## src/logic/ovh_port_pkg.sv

```systemverilog
// constants shared by the serial overhead access ports
package ovh_port_pkg;
  // lane numbering, shared by the transmit and receive sides
  localparam int LANES = 5;
  localparam int LANE_TOH = 0;
  localparam int LANE_OW = 1;
  localparam int LANE_SDCC = 2;
  localparam int LANE_LDCC = 3;
  localparam int LANE_POH = 4;
  // widths of the serial position counter and of a byte
  localparam int POS_W = 11;
  localparam int BYTE_BITS = 8;
  localparam int IDX_W = 8;
  // bit slots per frame on each port clock
  localparam int TOH_FRAME_BITS = 1944;
  localparam int POH_FRAME_BITS = 72;
  localparam int LANE_FRAME_BITS [LANES] = '{TOH_FRAME_BITS, TOH_FRAME_BITS,
                                             TOH_FRAME_BITS, TOH_FRAME_BITS,
                                             POH_FRAME_BITS};
  // first bit slot and length in bits of each lane's window
  localparam int LANE_START [LANES] = '{0, 48, 432, 1080, 0};
  localparam int LANE_LEN [LANES] = '{1944, 24, 24, 72, 72};
  // lanes clocked by the path overhead port clock
  localparam bit LANE_ON_POH [LANES] = '{1'b0, 1'b0, 1'b0, 1'b0, 1'b1};
  // order of the pins in the synchroniser vector
  localparam int PIN_COUNT = 11;
  localparam int PIN_TX_TOH_CLK = 0;
  localparam int PIN_TX_POH_CLK = 1;
  localparam int PIN_RX_TOH_CLK = 2;
  localparam int PIN_RX_POH_CLK = 3;
  localparam int PIN_TOH_REQ = 4;
  localparam int PIN_TOH_DATA = 5;
  localparam int PIN_POH_REQ = 6;
  localparam int PIN_POH_DATA = 7;
  localparam int PIN_OW_DATA = 8;
  localparam int PIN_SDCC_DATA = 9;
  localparam int PIN_LDCC_DATA = 10;
endpackage

```

## src/logic/pin_sync.sv

```systemverilog
// three-stage pin synchroniser with agreement filter and edge pulses
`timescale 1ns/1ns
`default_nettype none
module pin_sync #(
  parameter int WIDTH = 1
) (
  input wire logic CLK,
  input wire logic RST,
  input wire logic [WIDTH-1:0] PIN,
  output logic [WIDTH-1:0] LEVEL,
  output logic [WIDTH-1:0] RISE,
  output logic [WIDTH-1:0] FALL
);
  logic [WIDTH-1:0] s1_reg;
  logic [WIDTH-1:0] s2_reg;
  logic [WIDTH-1:0] s3_reg;
  logic [WIDTH-1:0] level_reg;
  logic [WIDTH-1:0] level_next;

  // synchroniser chain, first stage feeds only the second
  always_ff @(posedge CLK or posedge RST) begin
    if (RST) begin
      s1_reg <= '0;
      s2_reg <= '0;
      s3_reg <= '0;
    end else begin
      s1_reg <= PIN;
      s2_reg <= s1_reg;
      s3_reg <= s2_reg;
    end
  end

  // level moves only where stages two and three agree
  always_comb begin
    level_next = (s2_reg & ~(s2_reg ^ s3_reg)) | (level_reg & (s2_reg ^ s3_reg));
  end

  always_ff @(posedge CLK or posedge RST) begin
    if (RST) begin
      level_reg <= '0;
    end else begin
      level_reg <= level_next;
    end
  end

  // one-cycle edge pulses, combinational
  assign LEVEL = level_reg;
  assign RISE = level_next & ~level_reg;
  assign FALL = ~level_next & level_reg;
endmodule
`default_nettype wire

```

## src/logic/overhead_ports.sv

```systemverilog
// serial transmit and receive overhead access ports on one core clock
// Summary of operation
// - tx transport port hands user bytes to the inserter
// - transport request and data sampled on port clock rise
// - transport mark and enable change on port clock fall
// - tx path port hands user path bytes to the inserter
// - path request and data sampled on path clock rise
// - path mark, enable, valid change on path clock fall
// - orderwire input sampled on transport clock rise
// - orderwire enable and mark change on transport clock fall
// - section dcc input sampled on transport clock rise
// - section dcc enable changes on transport clock fall
// - line dcc input sampled on transport clock rise
// - line dcc enable changes on transport clock fall
// - rx transport outputs extracted bytes on falling edge
// - rx transport gives frame mark and valid with data
// - rx path gives data, mark, valid on falling edge
// - rx orderwire gives data, mark, valid on falling edge
// - rx section dcc gives data and valid on falling edge
// - rx line dcc outputs change on transport clock fall
`timescale 1ns/1ns
`default_nettype none
module overhead_ports (
  input wire logic CLK,
  input wire logic RST,
  // transmit serial pins
  input wire logic TX_TRANSPORT_OVH_CLOCK,
  input wire logic TX_TRANSPORT_OVH_INSERT_REQ,
  input wire logic TX_TRANSPORT_OVH_DATA,
  output logic TX_TRANSPORT_OVH_FRAME_MARK,
  output logic TX_TRANSPORT_OVH_ENABLE,
  input wire logic TX_PATH_OVH_CLOCK,
  input wire logic TX_PATH_OVH_INSERT_REQ,
  input wire logic TX_PATH_OVH_DATA,
  output logic TX_PATH_OVH_FRAME_MARK,
  output logic TX_PATH_OVH_ENABLE,
  output logic TX_PATH_OVH_VALID,
  input wire logic TX_ORDERWIRE_DATA,
  output logic TX_ORDERWIRE_ENABLE,
  output logic TX_ORDERWIRE_FRAME_MARK,
  input wire logic TX_SECTION_DCC_DATA,
  output logic TX_SECTION_DCC_ENABLE,
  input wire logic TX_LINE_DCC_DATA,
  output logic TX_LINE_DCC_ENABLE,
  // captured bytes towards the outgoing frame inserter
  output logic [7:0] TX_TRANSPORT_OVH_BYTE,
  output logic [7:0] TX_TRANSPORT_OVH_INDEX,
  output logic TX_TRANSPORT_OVH_INSERT,
  output logic TX_TRANSPORT_OVH_STB,
  output logic [7:0] TX_PATH_OVH_BYTE,
  output logic [7:0] TX_PATH_OVH_INDEX,
  output logic TX_PATH_OVH_INSERT,
  output logic TX_PATH_OVH_STB,
  output logic [7:0] TX_ORDERWIRE_BYTE,
  output logic [7:0] TX_ORDERWIRE_INDEX,
  output logic TX_ORDERWIRE_STB,
  output logic [7:0] TX_SECTION_DCC_BYTE,
  output logic [7:0] TX_SECTION_DCC_INDEX,
  output logic TX_SECTION_DCC_STB,
  output logic [7:0] TX_LINE_DCC_BYTE,
  output logic [7:0] TX_LINE_DCC_INDEX,
  output logic TX_LINE_DCC_STB,
  // receive serial pins
  input wire logic RX_TRANSPORT_OVH_CLOCK,
  output logic RX_TRANSPORT_OVH_DATA,
  output logic RX_TRANSPORT_OVH_FRAME_MARK,
  output logic RX_TRANSPORT_OVH_VALID,
  input wire logic RX_PATH_OVH_CLOCK,
  output logic RX_PATH_OVH_DATA,
  output logic RX_PATH_OVH_FRAME_MARK,
  output logic RX_PATH_OVH_VALID,
  output logic RX_ORDERWIRE_DATA,
  output logic RX_ORDERWIRE_FRAME_MARK,
  output logic RX_ORDERWIRE_VALID,
  output logic RX_SECTION_DCC_DATA,
  output logic RX_SECTION_DCC_VALID,
  output logic RX_LINE_DCC_DATA,
  output logic RX_LINE_DCC_VALID,
  // extracted bytes from the incoming frame processor
  input wire logic RX_TRANSPORT_OVH_LOAD,
  input wire logic [7:0] RX_TRANSPORT_OVH_LOAD_BYTE,
  output logic [7:0] RX_TRANSPORT_OVH_NEXT_INDEX,
  input wire logic RX_PATH_OVH_LOAD,
  input wire logic [7:0] RX_PATH_OVH_LOAD_BYTE,
  output logic [7:0] RX_PATH_OVH_NEXT_INDEX,
  input wire logic RX_ORDERWIRE_LOAD,
  input wire logic [7:0] RX_ORDERWIRE_LOAD_BYTE,
  output logic [7:0] RX_ORDERWIRE_NEXT_INDEX,
  input wire logic RX_SECTION_DCC_LOAD,
  input wire logic [7:0] RX_SECTION_DCC_LOAD_BYTE,
  output logic [7:0] RX_SECTION_DCC_NEXT_INDEX,
  input wire logic RX_LINE_DCC_LOAD,
  input wire logic [7:0] RX_LINE_DCC_LOAD_BYTE,
  output logic [7:0] RX_LINE_DCC_NEXT_INDEX
);
  localparam int N = ovh_port_pkg::LANES;

  logic [ovh_port_pkg::PIN_COUNT-1:0] pin_vec;
  logic [ovh_port_pkg::PIN_COUNT-1:0] pin_level;
  logic [ovh_port_pkg::PIN_COUNT-1:0] pin_rise;
  logic [ovh_port_pkg::PIN_COUNT-1:0] pin_fall;

  // per-lane strobes and serial inputs
  logic [N-1:0] tx_rise;
  logic [N-1:0] tx_fall;
  logic [N-1:0] rx_fall;
  logic [N-1:0] tx_bit;
  logic [N-1:0] tx_req;
  logic [N-1:0] rx_load;
  logic [7:0] rx_load_byte [N];

  // transmit lane state
  logic [10:0] tx_pos_reg [N];
  logic [N-1:0] tx_en_reg;
  logic [N-1:0] tx_frame_reg;
  logic [N-1:0] tx_first_reg;
  logic [6:0] tx_shift_reg [N];
  logic [N-1:0] tx_req_reg;
  logic [7:0] tx_byte_reg [N];
  logic [7:0] tx_index_reg [N];
  logic [N-1:0] tx_ins_reg;
  logic [N-1:0] tx_stb_reg;

  // receive lane state
  logic [10:0] rx_pos_reg [N];
  logic [7:0] rx_hold_reg [N];
  logic [N-1:0] rx_fresh_reg;
  logic [7:0] rx_shift_reg [N];
  logic [N-1:0] rx_data_reg;
  logic [N-1:0] rx_valid_reg;
  logic [N-1:0] rx_frame_reg;
  logic [7:0] rx_next_index_reg [N];
  logic [N-1:0] rx_copy;

  // every pin from outside passes the synchroniser
  assign pin_vec = {TX_LINE_DCC_DATA, TX_SECTION_DCC_DATA, TX_ORDERWIRE_DATA,
                    TX_PATH_OVH_DATA, TX_PATH_OVH_INSERT_REQ, TX_TRANSPORT_OVH_DATA,
                    TX_TRANSPORT_OVH_INSERT_REQ, RX_PATH_OVH_CLOCK,
                    RX_TRANSPORT_OVH_CLOCK, TX_PATH_OVH_CLOCK, TX_TRANSPORT_OVH_CLOCK};

  pin_sync #(
    .WIDTH(ovh_port_pkg::PIN_COUNT)
  ) u_pin_sync (
    .CLK(CLK),
    .RST(RST),
    .PIN(pin_vec),
    .LEVEL(pin_level),
    .RISE(pin_rise),
    .FALL(pin_fall)
  );

  // serial input bits per transmit lane
  assign tx_bit[ovh_port_pkg::LANE_TOH] = pin_level[ovh_port_pkg::PIN_TOH_DATA];
  assign tx_bit[ovh_port_pkg::LANE_OW] = pin_level[ovh_port_pkg::PIN_OW_DATA];
  assign tx_bit[ovh_port_pkg::LANE_SDCC] = pin_level[ovh_port_pkg::PIN_SDCC_DATA];
  assign tx_bit[ovh_port_pkg::LANE_LDCC] = pin_level[ovh_port_pkg::PIN_LDCC_DATA];
  assign tx_bit[ovh_port_pkg::LANE_POH] = pin_level[ovh_port_pkg::PIN_POH_DATA];
  assign tx_req[ovh_port_pkg::LANE_TOH] = pin_level[ovh_port_pkg::PIN_TOH_REQ];
  assign tx_req[ovh_port_pkg::LANE_OW] = 1'b1;
  assign tx_req[ovh_port_pkg::LANE_SDCC] = 1'b1;
  assign tx_req[ovh_port_pkg::LANE_LDCC] = 1'b1;
  assign tx_req[ovh_port_pkg::LANE_POH] = pin_level[ovh_port_pkg::PIN_POH_REQ];

  // byte loads from the incoming frame processor
  assign rx_load = {RX_PATH_OVH_LOAD, RX_LINE_DCC_LOAD, RX_SECTION_DCC_LOAD,
                    RX_ORDERWIRE_LOAD, RX_TRANSPORT_OVH_LOAD};
  assign rx_load_byte[ovh_port_pkg::LANE_TOH] = RX_TRANSPORT_OVH_LOAD_BYTE;
  assign rx_load_byte[ovh_port_pkg::LANE_OW] = RX_ORDERWIRE_LOAD_BYTE;
  assign rx_load_byte[ovh_port_pkg::LANE_SDCC] = RX_SECTION_DCC_LOAD_BYTE;
  assign rx_load_byte[ovh_port_pkg::LANE_LDCC] = RX_LINE_DCC_LOAD_BYTE;
  assign rx_load_byte[ovh_port_pkg::LANE_POH] = RX_PATH_OVH_LOAD_BYTE;

  for (genvar i = 0; i < N; i++) begin : g_lane
    localparam logic [10:0] LAST = 11'(ovh_port_pkg::LANE_FRAME_BITS[i] - 1);
    localparam logic [10:0] START = 11'(ovh_port_pkg::LANE_START[i]);
    localparam logic [10:0] STOP = 11'(ovh_port_pkg::LANE_START[i]
                                       + ovh_port_pkg::LANE_LEN[i]);
    localparam logic [7:0] LAST_IDX = 8'(ovh_port_pkg::LANE_LEN[i] / 8 - 1);
    logic [10:0] tx_pos_next;
    logic [10:0] tx_off_next;
    logic [10:0] tx_off;
    logic tx_in_next;
    logic [10:0] rx_pos_next;
    logic [10:0] rx_off_next;
    logic rx_in_next;

    // lane clock selection between transport and path port clocks
    assign tx_rise[i] = ovh_port_pkg::LANE_ON_POH[i] ?
                        pin_rise[ovh_port_pkg::PIN_TX_POH_CLK] :
                        pin_rise[ovh_port_pkg::PIN_TX_TOH_CLK];
    assign tx_fall[i] = ovh_port_pkg::LANE_ON_POH[i] ?
                        pin_fall[ovh_port_pkg::PIN_TX_POH_CLK] :
                        pin_fall[ovh_port_pkg::PIN_TX_TOH_CLK];
    assign rx_fall[i] = ovh_port_pkg::LANE_ON_POH[i] ?
                        pin_fall[ovh_port_pkg::PIN_RX_POH_CLK] :
                        pin_fall[ovh_port_pkg::PIN_RX_TOH_CLK];

    // transmit slot arithmetic
    assign tx_pos_next = (tx_pos_reg[i] == LAST) ? 11'h000 : tx_pos_reg[i] + 11'h001;
    assign tx_off_next = tx_pos_next - START;
    assign tx_off = tx_pos_reg[i] - START;
    assign tx_in_next = (tx_pos_next >= START) && (tx_pos_next < STOP);

    // slot advance and marker outputs on the falling edge
    always_ff @(posedge CLK or posedge RST) begin
      if (RST) begin
        tx_pos_reg[i] <= LAST;
        tx_en_reg[i] <= 1'b0;
        tx_frame_reg[i] <= 1'b0;
        tx_first_reg[i] <= 1'b0;
      end else if (tx_fall[i]) begin
        tx_pos_reg[i] <= tx_pos_next;
        tx_en_reg[i] <= tx_in_next;
        tx_frame_reg[i] <= (tx_pos_next == START);
        tx_first_reg[i] <= tx_in_next && (tx_off_next[2:0] == 3'h0);
      end
    end

    // capture of request and data on the rising edge within the window
    always_ff @(posedge CLK or posedge RST) begin
      if (RST) begin
        tx_shift_reg[i] <= 7'h00;
        tx_req_reg[i] <= 1'b0;
      end else if (tx_rise[i] && tx_en_reg[i]) begin
        tx_shift_reg[i] <= {tx_shift_reg[i][5:0], tx_bit[i]};
        if (tx_off[2:0] == 3'h0) begin
          tx_req_reg[i] <= tx_req[i];
        end
      end
    end

    // assembled byte handed to the inserter, msb first on the wire
    always_ff @(posedge CLK or posedge RST) begin
      if (RST) begin
        tx_byte_reg[i] <= 8'h00;
        tx_index_reg[i] <= 8'h00;
        tx_ins_reg[i] <= 1'b0;
        tx_stb_reg[i] <= 1'b0;
      end else begin
        tx_stb_reg[i] <= 1'b0;
        if (tx_rise[i] && tx_en_reg[i] && (tx_off[2:0] == 3'h7)) begin
          tx_byte_reg[i] <= {tx_shift_reg[i], tx_bit[i]};
          tx_index_reg[i] <= tx_off[10:3];
          tx_ins_reg[i] <= tx_req_reg[i];
          tx_stb_reg[i] <= 1'b1;
        end
      end
    end

    // receive slot arithmetic
    assign rx_pos_next = (rx_pos_reg[i] == LAST) ? 11'h000 : rx_pos_reg[i] + 11'h001;
    assign rx_off_next = rx_pos_next - START;
    assign rx_in_next = (rx_pos_next >= START) && (rx_pos_next < STOP);
    assign rx_copy[i] = rx_fall[i] && rx_in_next && (rx_off_next[2:0] == 3'h0);

    // holding byte from the frame processor, a new load wins over the copy
    always_ff @(posedge CLK or posedge RST) begin
      if (RST) begin
        rx_hold_reg[i] <= 8'h00;
        rx_fresh_reg[i] <= 1'b0;
      end else if (rx_load[i]) begin
        rx_hold_reg[i] <= rx_load_byte[i];
        rx_fresh_reg[i] <= 1'b1;
      end else if (rx_copy[i]) begin
        rx_fresh_reg[i] <= 1'b0;
      end
    end

    // serial output, markers and qualifier, all on the falling edge
    always_ff @(posedge CLK or posedge RST) begin
      if (RST) begin
        rx_pos_reg[i] <= LAST;
        rx_shift_reg[i] <= 8'h00;
        rx_data_reg[i] <= 1'b0;
        rx_valid_reg[i] <= 1'b0;
        rx_frame_reg[i] <= 1'b0;
      end else if (rx_fall[i]) begin
        rx_pos_reg[i] <= rx_pos_next;
        rx_frame_reg[i] <= (rx_pos_next == START);
        if (rx_copy[i]) begin
          rx_shift_reg[i] <= {rx_hold_reg[i][6:0], 1'b0};
          rx_data_reg[i] <= rx_hold_reg[i][7];
          rx_valid_reg[i] <= rx_fresh_reg[i];
        end else if (rx_in_next) begin
          rx_shift_reg[i] <= {rx_shift_reg[i][6:0], 1'b0};
          rx_data_reg[i] <= rx_shift_reg[i][7];
        end else begin
          rx_data_reg[i] <= 1'b0;
          rx_valid_reg[i] <= 1'b0;
        end
      end
    end

    // index of the byte the frame processor should load next
    always_ff @(posedge CLK or posedge RST) begin
      if (RST) begin
        rx_next_index_reg[i] <= 8'h00;
      end else if (rx_copy[i]) begin
        rx_next_index_reg[i] <= (rx_off_next[10:3] == LAST_IDX) ? 8'h00 :
                                rx_off_next[10:3] + 8'h01;
      end
    end
  end

  // transmit pin outputs
  assign TX_TRANSPORT_OVH_FRAME_MARK = tx_frame_reg[ovh_port_pkg::LANE_TOH];
  assign TX_TRANSPORT_OVH_ENABLE = tx_en_reg[ovh_port_pkg::LANE_TOH];
  assign TX_PATH_OVH_FRAME_MARK = tx_frame_reg[ovh_port_pkg::LANE_POH];
  assign TX_PATH_OVH_ENABLE = tx_en_reg[ovh_port_pkg::LANE_POH];
  assign TX_PATH_OVH_VALID = tx_first_reg[ovh_port_pkg::LANE_POH];
  assign TX_ORDERWIRE_ENABLE = tx_en_reg[ovh_port_pkg::LANE_OW];
  assign TX_ORDERWIRE_FRAME_MARK = tx_frame_reg[ovh_port_pkg::LANE_OW];
  assign TX_SECTION_DCC_ENABLE = tx_en_reg[ovh_port_pkg::LANE_SDCC];
  assign TX_LINE_DCC_ENABLE = tx_en_reg[ovh_port_pkg::LANE_LDCC];

  // captured bytes
  assign TX_TRANSPORT_OVH_BYTE = tx_byte_reg[ovh_port_pkg::LANE_TOH];
  assign TX_TRANSPORT_OVH_INDEX = tx_index_reg[ovh_port_pkg::LANE_TOH];
  assign TX_TRANSPORT_OVH_INSERT = tx_ins_reg[ovh_port_pkg::LANE_TOH];
  assign TX_TRANSPORT_OVH_STB = tx_stb_reg[ovh_port_pkg::LANE_TOH];
  assign TX_PATH_OVH_BYTE = tx_byte_reg[ovh_port_pkg::LANE_POH];
  assign TX_PATH_OVH_INDEX = tx_index_reg[ovh_port_pkg::LANE_POH];
  assign TX_PATH_OVH_INSERT = tx_ins_reg[ovh_port_pkg::LANE_POH];
  assign TX_PATH_OVH_STB = tx_stb_reg[ovh_port_pkg::LANE_POH];
  assign TX_ORDERWIRE_BYTE = tx_byte_reg[ovh_port_pkg::LANE_OW];
  assign TX_ORDERWIRE_INDEX = tx_index_reg[ovh_port_pkg::LANE_OW];
  assign TX_ORDERWIRE_STB = tx_stb_reg[ovh_port_pkg::LANE_OW];
  assign TX_SECTION_DCC_BYTE = tx_byte_reg[ovh_port_pkg::LANE_SDCC];
  assign TX_SECTION_DCC_INDEX = tx_index_reg[ovh_port_pkg::LANE_SDCC];
  assign TX_SECTION_DCC_STB = tx_stb_reg[ovh_port_pkg::LANE_SDCC];
  assign TX_LINE_DCC_BYTE = tx_byte_reg[ovh_port_pkg::LANE_LDCC];
  assign TX_LINE_DCC_INDEX = tx_index_reg[ovh_port_pkg::LANE_LDCC];
  assign TX_LINE_DCC_STB = tx_stb_reg[ovh_port_pkg::LANE_LDCC];

  // receive pin outputs
  assign RX_TRANSPORT_OVH_DATA = rx_data_reg[ovh_port_pkg::LANE_TOH];
  assign RX_TRANSPORT_OVH_FRAME_MARK = rx_frame_reg[ovh_port_pkg::LANE_TOH];
  assign RX_TRANSPORT_OVH_VALID = rx_valid_reg[ovh_port_pkg::LANE_TOH];
  assign RX_PATH_OVH_DATA = rx_data_reg[ovh_port_pkg::LANE_POH];
  assign RX_PATH_OVH_FRAME_MARK = rx_frame_reg[ovh_port_pkg::LANE_POH];
  assign RX_PATH_OVH_VALID = rx_valid_reg[ovh_port_pkg::LANE_POH];
  assign RX_ORDERWIRE_DATA = rx_data_reg[ovh_port_pkg::LANE_OW];
  assign RX_ORDERWIRE_FRAME_MARK = rx_frame_reg[ovh_port_pkg::LANE_OW];
  assign RX_ORDERWIRE_VALID = rx_valid_reg[ovh_port_pkg::LANE_OW];
  assign RX_SECTION_DCC_DATA = rx_data_reg[ovh_port_pkg::LANE_SDCC];
  assign RX_SECTION_DCC_VALID = rx_valid_reg[ovh_port_pkg::LANE_SDCC];
  assign RX_LINE_DCC_DATA = rx_data_reg[ovh_port_pkg::LANE_LDCC];
  assign RX_LINE_DCC_VALID = rx_valid_reg[ovh_port_pkg::LANE_LDCC];
  assign RX_TRANSPORT_OVH_NEXT_INDEX = rx_next_index_reg[ovh_port_pkg::LANE_TOH];
  assign RX_PATH_OVH_NEXT_INDEX = rx_next_index_reg[ovh_port_pkg::LANE_POH];
  assign RX_ORDERWIRE_NEXT_INDEX = rx_next_index_reg[ovh_port_pkg::LANE_OW];
  assign RX_SECTION_DCC_NEXT_INDEX = rx_next_index_reg[ovh_port_pkg::LANE_SDCC];
  assign RX_LINE_DCC_NEXT_INDEX = rx_next_index_reg[ovh_port_pkg::LANE_LDCC];
endmodule
`default_nettype wire

```

## config.mk

```make
export PLATFORM = sky130hd
export DESIGN_NAME = overhead_ports
export DESIGN_NICKNAME = d
export VERILOG_FILES = /design/src/logic/ovh_port_pkg.sv /design/src/logic/pin_sync.sv /design/src/logic/overhead_ports.sv
export SDC_FILE = /design/constraint.sdc
export NUM_CORES = 1
export LEC_CHECK = 0
export CORE_MARGIN = 4
export CORE_UTILIZATION = 45
export DETAILED_ROUTE_END_ITERATION = 16
export DONT_BUFFER_PORTS = 1
export PLACE_DENSITY_LB_ADDON = 0.08
export SLEW_MARGIN = 20
export SYNTH_ARGS = -nofsm -noshare
export SYNTH_HDL_FRONTEND = slang
export SYNTH_HIERARCHICAL = 1
export SYNTH_SLANG_ARGS = --single-unit
export TNS_END_PERCENT = 100
```

## constraint.sdc

```tcl
create_clock -name CLK -period 13.3 [get_ports CLK]
set_input_delay 3.325 -clock CLK [delete_from_list [all_inputs] [get_ports CLK]]
set_output_delay 3.325 -clock CLK [all_outputs]
set_load 0.005 [all_outputs]
```

# After elaboration in Yosys (flattened, before gate mapping)
# Index checks and enable logic that the tools add are counted.
dict set report op_classes {
  add_sub_neg 21
  order_cmp 20
  eq_ne 27
  mux 60
  bitwise 9
  n_reduce_logical 65
}
# cell n
set ops {}
lappend ops {{$mux W8} 15}
lappend ops {{$add A11 B1 Y11 const B} 10}
lappend ops {{$mux W11} 10}
lappend ops {{$eq A11 B11 Y1 const B} 8}
lappend ops {{$ge A11 B1 Y1 const B} 4}
lappend ops {{$logic_not A11 Y1} 4}
lappend ops {{$lt A11 B11 Y1 const B} 4}
lappend ops {{$lt A11 B7 Y1 const B} 4}
lappend ops {{$add A8 B1 Y8 const B} 5}
lappend ops {{$mux W1} 35}
lappend ops {{$logic_and A1 B1 Y1} 31}
lappend ops {{$logic_not A3 Y1} 8}
lappend ops {{$reduce_and A2 Y1} 12}
lappend ops {{$and A11 B11 Y11} 2}
lappend ops {{$eq A11 B6 Y1 const B} 2}
lappend ops {{$eq A11 B7 Y1 const B} 2}
lappend ops {{$ge A11 B11 Y1 const B} 2}
lappend ops {{$ge A11 B6 Y1 const B} 2}
lappend ops {{$ge A11 B9 Y1 const B} 2}
lappend ops {{$lt A11 B9 Y1 const B} 2}
lappend ops {{$sub A11 B11 Y11 const B} 2}
lappend ops {{$sub A11 B6 Y11 const B} 2}
lappend ops {{$sub A11 B9 Y11 const B} 2}
lappend ops {{$reduce_bool A2 Y1} 10}
lappend ops {{other kinds (12)} 22}
dict set report word_totals {
  regBits 425
  input_bits 58
  out_inout_bits 149
  wordCells 282
}

# Longest topological paths before layout
# Gate-level depths: netlist of run 1.
dict set report depth {
  depth_word 10
  ltp_mapped 15
  mapped_depth_nobuf 13
}

# Hierarchy
# The synthesis of run 1 kept the hierarchy.
# mod instances cells_per_inst area_per_inst_um2 seq_area_each_um2
set modules_own_cells {}
lappend modules_own_cells {overhead_ports 1 1819 19077.0 9499.1}
lappend modules_own_cells {pin_sync 1 78 1421.4 1101.1}

# Worst setup path before layout of run 1
# OpenSTA, ideal clock, no wires.
dict set report synth_path {
  path_type {input port to flip-flop}
  start {in RX_PATH_OVH_LOAD}
  end {reg rx_hold_reg[0] (netlist name)}
  setup_ps 125
  t_arrival_ps 3971
  required_time_ps 13175
  setup_slack_ps 9204
  path_stages 2
  n_path_buf 1
  path_cell_list {clkbuf_1 > mux2_2}
}
# item line
set synth_lines {}
lappend synth_lines {{start: declaration} overhead_ports.sv:83} ;# input wire logic RX_PATH_OVH_LOAD,
lappend synth_lines {{end signal: indexed assignment} overhead_ports.sv:262} ;# rx_hold_reg[i] <= rx_load_byte[i];
lappend synth_lines {{end: declaration} overhead_ports.sv:126} ;# logic [7:0] rx_hold_reg [N];
# No word-level cell between the ends.

==> qor.txt, run 1 <==
Final hold violation count: 0
# Max-Cap Violations: 0
Port-buffer cells: 0
Post-cts hold buffer count: 0
Share of layout cells above drive strength 1: 19.6%
Mapped Cells: 1881
Setup ws final: 8490 ps
CTS Buf Count: 46
Skew-Pair Late Insertion Delay: 570 ps
Worst-margin pin slew: 1010 ps
CTS root buf: clkbuf_16
Global-route wire length before repair: 69.3 mm
Max clock buf depth: 3
Global-route congestion overflow total: 0
CP max-delay cell: buf_12
Final GP Congestion: 0.806
Final net count: 1933
Antenna Nets Post-Route: 0
Clock slew at reported path FFs: 60 ps
Max-slew violations: 0
DRT Pass-1 Iters: 5
Syn_nets: 1985
CTS resizes: 0
GRT Resource Usage Total: 17.1%
CP arrival: 5360 ps
Worst Reg-to-Reg Cells: 11
Avg Vias per Cell: 5.49
PwrDens: 162 mW/mm2
Die area: 0.0487 mm2
Setup Buffers After CTS: 0
Startpoint Class: input port
RSZ-0062 raised after global routing: no
Layout area overhead: 9.98%
Slowest stage delay, CP: 670 ps
CP required: 13850 ps
WL/cell: 17.0 um
Worst Setup Path Type: in2async
Post-Syn Area per Cell: 10.8 um2
Setup Viol. Count Final: 0
Worst path top cell family by delay: buffers and inverters
Chip width: 221 um
Fmax: 0.208 GHz
Slew HR: 32.4%
Crit path time final: 4810 ps
Yosys warns: 6
Worst Hold Class: reg2reg
VDD IR max: 0.106 mV
Critical-path cell list: clkinvlp_4, buf_4, buf_12
DP HPWL: 28.6 mm
Final TNS setup: 0 ps
WHS Path Cells: 0
Chip height: 221 um
Via Count: 13500
Core Area: 0.0445 mm2
Fin crit share: 36.2%
CTS tree: done
DP Worst Slack: 7750 ps
Largest net degree at the start of global routing: 173
Vias in the first global route: 13400
Finished Layout Cells: 2459
First DRT Iteration DRCs: 624
Initial antenna violation count: 0
Total power: 3.63 mW
Routed WL: 41.7 mm
Depth of the CTS H-tree: 2
Clock sink total: 420
P_leak: 9.71 nW
Core Rows: 77
DP Cell Count: 2373
Setup Skew: 15.9 ps
Initial core utilization: 45.7%
Synthesized area: 0.0204 mm2
Io pins: 207
Utilization after layout: 50.3%
Worst-path maximum fanout: 172
Outcome: complete, no violations
CP endpoint kind: asynchronous set/reset pin
# DRC: 0
Worst path depth: 3
CP bufs+invs: 3
==> power by group <==
| part | switching (mW) | leakage (nW) | internal, mW |
|---|---|---|---|
| combinational | 0.347 | 3.58 | 0.278 |
| sequential | 0.187 | 5.34 | 1.47 |
| clock | 0.513 | 0.790 | 0.833 |
| total | 1.05 | 9.71 | 2.58 |
==> final timing paths <==
check	startpoint	endpoint	slack [ps]
min	u_pin_sync/s1_reg[2]	u_pin_sync/s2_reg[2]	350
max reg2reg	rx_pos_reg[24]	RX_SECTION_DCC_NEXT_INDEX[3]	9230
min in group asynchronous	RST	TX_TRANSPORT_OVH_BYTE[0]	2770
max in group CLK	TX_TRANSPORT_OVH_ENABLE	TX_TRANSPORT_OVH_ENABLE	8940
min reg2reg	u_pin_sync/s1_reg[2]	u_pin_sync/s2_reg[2]	350
max	RST	RX_LINE_DCC_DATA	8490
==> stage by stage <==
step           area [um2]  hold slack [ps]
6_report            22400              346
5_1_grt             22400              350
4_1_cts             22400              348
3_5_place_dp        20800              335
3_3_place_gp        20800              332
2_1_floorplan       20400              331
==> layout make-up <==
cell class                 instances  area, um2
inverter                          56        215
antenna                            1       2.50
tap                              592        741
timing repair buffer              11       95.1
multi-input combinational       1294       9110
clock inverter                    18        250
sequential                       420      10600
clock buffer                      67       1370
fill                            4051      22100
==> per-layer routing <==
| metal | GRT usage, % | wire, um | vias to the layer above |
|---|---|---|---|
| met4 | 4.45 | 898 | 0 |
| met3 | 3.91 | 1960 | 71 |
| li1 | - | - | 6594 |
| met1 | 22.4 | 18300 | 6590 |
| met2 | 28.8 | 20500 | 235 |
| met5 | 0 | 0 | - |
==> layout by cell type (no fill, tap or decap), drive strengths merged, types with 38 or more instances in the layout <==
cell type and instances:
inv 53, nand2 208, o21ai 147, nand3 72, mux2 167, clkbuf 67, nor2 91, dfrtp 348
mux2i 38, dfstp 72, xnor2 64, ha 46
(Power assumes the default switching activity.)
==> inputs of run 2 (changes only) <==
--- a/config.mk
+++ b/config.mk
@@ -5,6 +5,7 @@
 export SDC_FILE = /design/constraint.sdc
 export NUM_CORES = 1
 export LEC_CHECK = 0
+export ABC_AREA = 1
 export CORE_MARGIN = 4
 export CORE_UTILIZATION = 45
 export DETAILED_ROUTE_END_ITERATION = 16
==> constraint.sdc (replaced) <==
create_clock -name CLK -period 4.1 [get_ports CLK]
set_input_delay 1.025 -clock CLK [delete_from_list [all_inputs] [get_ports CLK]]
set_output_delay 1.025 -clock CLK [all_outputs]
set_load 0.005 [all_outputs]
==> run 2 against run 1 <==
Against the previous run:
- synthesized cell count is 30% higher
- core utilization is 0.64 points higher
- clock skew is 1.1 ps higher
- sequential share of layout area is 0.29 points lower
- sequential power grew to 3.0 times the previous value
- register-to-register slack worse by 8200 ps
- count of clock-buffer cells in the layout is 3 lower
- critical endpoint is now RX_ORDERWIRE_NEXT_INDEX[7]
- largest power group unchanged
==> qor.txt, run 2 <==
Outcome: complete, no violations
Routed WL: 44.4 mm (+6.4%)
CTS Buf Count: 48 (+4.3%)
WL/cell: 14.4 um (-15%)
Core Rows: 77 (unchanged)
Final hold violation count: 0 (unchanged)
Slowest stage delay, CP: 550 ps (-120 ps)
Initial antenna violation count: 1 (+1)
Port-buffer cells: 0 (unchanged)
Depth of the CTS H-tree: 2 (unchanged)
Power Internal: 7.97 mW (+210%)
Placed cell areas: 0.0208 mm2 (+0.31%)
Io pins: 207 (unchanged)
CTS resizes: 0 (unchanged)
Mapped Cells: 2454 (+30%)
Combinational fraction of design power: 12.3% (-4.9 points)
Post-cts hold buffer count: 0 (unchanged)
Fin crit share: 73.9%
Critical-path cell list: ha_1, nand2_4, inv_4, nand4_1, nor2_1, nor2_1, inv_1, ha_1, nand2_1, nand3b_1, nand3_1, nand2_1, nor2_2, nand2_1, nor2_4, nand3_1, nand2_1
CP max-delay cell: dfstp_2
CP endpoint kind: register
Vias in the first global route: 15000 (+12%)
Setup Viol. Count Final: 0 (unchanged)
Antenna Nets Post-Route: 0 (unchanged)
Fmax: 0.330 GHz
Worst Hold Class: reg2reg
Slew HR: 33.5% (+1.1 points)
Avg Vias per Cell: 4.93 (-10%)
Global-route congestion overflow total: 0 (unchanged)
Design Area, Final: 0.0225 mm2 (+0.62%)
DP Worst Slack: 1080 ps (-6660 ps)
Fill count: 4162 (+2.7%)
CP bufs+invs: 2 (-1)
Synthesized area: 0.0202 mm2 (-0.98%)
Chip height: 220 um (-0.47%)
Chip width: 220 um (-0.47%)
CP arrival: 3540 ps (-1820 ps)
Initial core utilization: 45.6% (-0.15 points)
# DRC: 0 (unchanged)
Core Area: 0.0442 mm2 (-0.65%)
Setup ws final: 1070 ps (-7420 ps)
Yosys warns: 6 (unchanged)
Clock slew at reported path FFs: 60 ps (about the same)
Max clock buf depth: 3 (unchanged)
Clock network fraction of total power: 41.6% (+4.5 points)
Worst-margin pin slew: 995 ps (-13.5 ps)
Worst Setup Path Type: reg2reg
Clock sink total: 420 (unchanged)
Final net count: 2563 (+33%)
Via Count: 15200 (+13%)
Final GP Congestion: 0.843 (+4.5%)
CTS root buf: clkbuf_16
Global-route wire length before repair: 74.9 mm (+8.1%)
DP HPWL: 31.5 mm (+10%)
Layout area overhead: 11.8%
Worst path top cell family by delay: simple AND/OR/NAND/NOR gates
Largest net degree at the start of global routing: 75 (-57%)
P_leak: 10.9 nW (+12%)
Crit path time final: 3030 ps
Max-slew violations: 0 (unchanged)
VDD IR max: 0.313 mV (+190%)
Switching Power: 2.98 mW (+180%)
Skew-Pair Late Insertion Delay: 580 ps (about the same)
GRT Resource Usage Total: 18.7% (+1.6 points)
Most used cell, CP: nand2_1
FF-to-FF setup slack: 1070 ps (-8160 ps)
Worst-path maximum fanout: 11 (-94%)
Register share of total power: 46.1% (+0.4 points)
Setup Buffers After CTS: 0 (unchanged)
Setup Skew: 17.0 ps (+1.09 ps)
RSZ-0062 raised after global routing: no
Post-Syn Area per Cell: 8.21 um2 (-24%)
Syn_nets: 2558 (+29%)
DRT Pass-1 Iters: 5 (unchanged)
Startpoint Class: register
Die area: 0.0482 mm2 (-0.94%)
First DRT Iteration DRCs: 961 (+54%)
Commonest non-fill, non-tap cell in the layout: nand2_1
# Max-Cap Violations: 0 (unchanged)
Hold WS: 347 ps (+1.49 ps)
CP required: 4610 ps (-9240 ps)
CTS tree: done
Share of layout cells above drive strength 1: 9.85% (-9.7 points)
Most frequent cells in the layout: 762 x nand2_1, 348 x dfrtp_1, 303 x inv_1, 277 x o21ai_0, 152 x nand3_1
Switching Fraction: 27.2% (-1.6 points)
PwrDens: 486 mW/mm2 (+200%)
[run 2: stage by stage]
step	total power [mW]	util [%]	setup TNS [ps]	cells
3_3_place_gp	6.43	47.1	0	3001
4_1_cts	11.1	50.9	0	3090
6_report	10.9	50.9	0	3091
2_1_floorplan	6.09	-	-622190	2454
5_1_grt	11.6	50.9	0	3091
3_5_place_dp	6.47	47.1	0	3001
[run 2: worst paths after layout]
path	startpoint	to	cells after the start
hold reg to reg	u_pin_sync/s1_reg[0]	u_pin_sync/s2_reg[0]	0
setup / recovery	rx_pos_reg[34]	RX_ORDERWIRE_NEXT_INDEX[7]	17
setup reg to reg	rx_pos_reg[34]	RX_ORDERWIRE_NEXT_INDEX[7]	17
min in group asynchronous	RST	u_pin_sync/s1_reg[5]	1
max in group asynchronous	RST	tx_pos_reg[23]	2
hold / removal	u_pin_sync/s1_reg[0]	u_pin_sync/s2_reg[0]	0
[run 2: final cells by class]
cell class | instances | area (um2) | area share, %
flip-flops and latches | 420 | 10600 | 47.1
multi-input cells | 1649 | 8070 | 35.8
clock buffers | 64 | 1340 | 5.96
inverters | 322 | 1220 | 5.40
well taps | 592 | 741 | 3.29
clock inverters | 25 | 359 | 1.59
repair buffers | 18 | 198 | 0.878
diodes | 1 | 2.50 | 0.0111
[run 2: layer usage]
metal	routed length [um]	up-vias	global-route usage [%]
li1	-	7817	-
met1	20800	7112	25.3
met2	20400	237	30.5
met3	2250	64	4.07
met4	875	0	5.30
met5	0	-	0
[run 2: power by group through the flow]
stage	Sequential, mW	Clock, mW	Combinational, mW
6_report	5.04	4.56	1.35
5_1_grt	5.10	4.88	1.63
4_1_cts	5.04	4.71	1.37
3_5_place_dp	5.11	0	1.36
3_3_place_gp	5.09	0	1.33
2_1_floorplan	5.00	0	1.09
[run 2: worst reg2reg max path: cells and delay by family (launching register included)]
| family | cells | cell delay, ps |
|---|---|---|
| simple gates | 13 | 1790 |
| flops | 1 | 550 |
| fa+ha+maj | 2 | 390 |
| buf+inv | 2 | 260 |
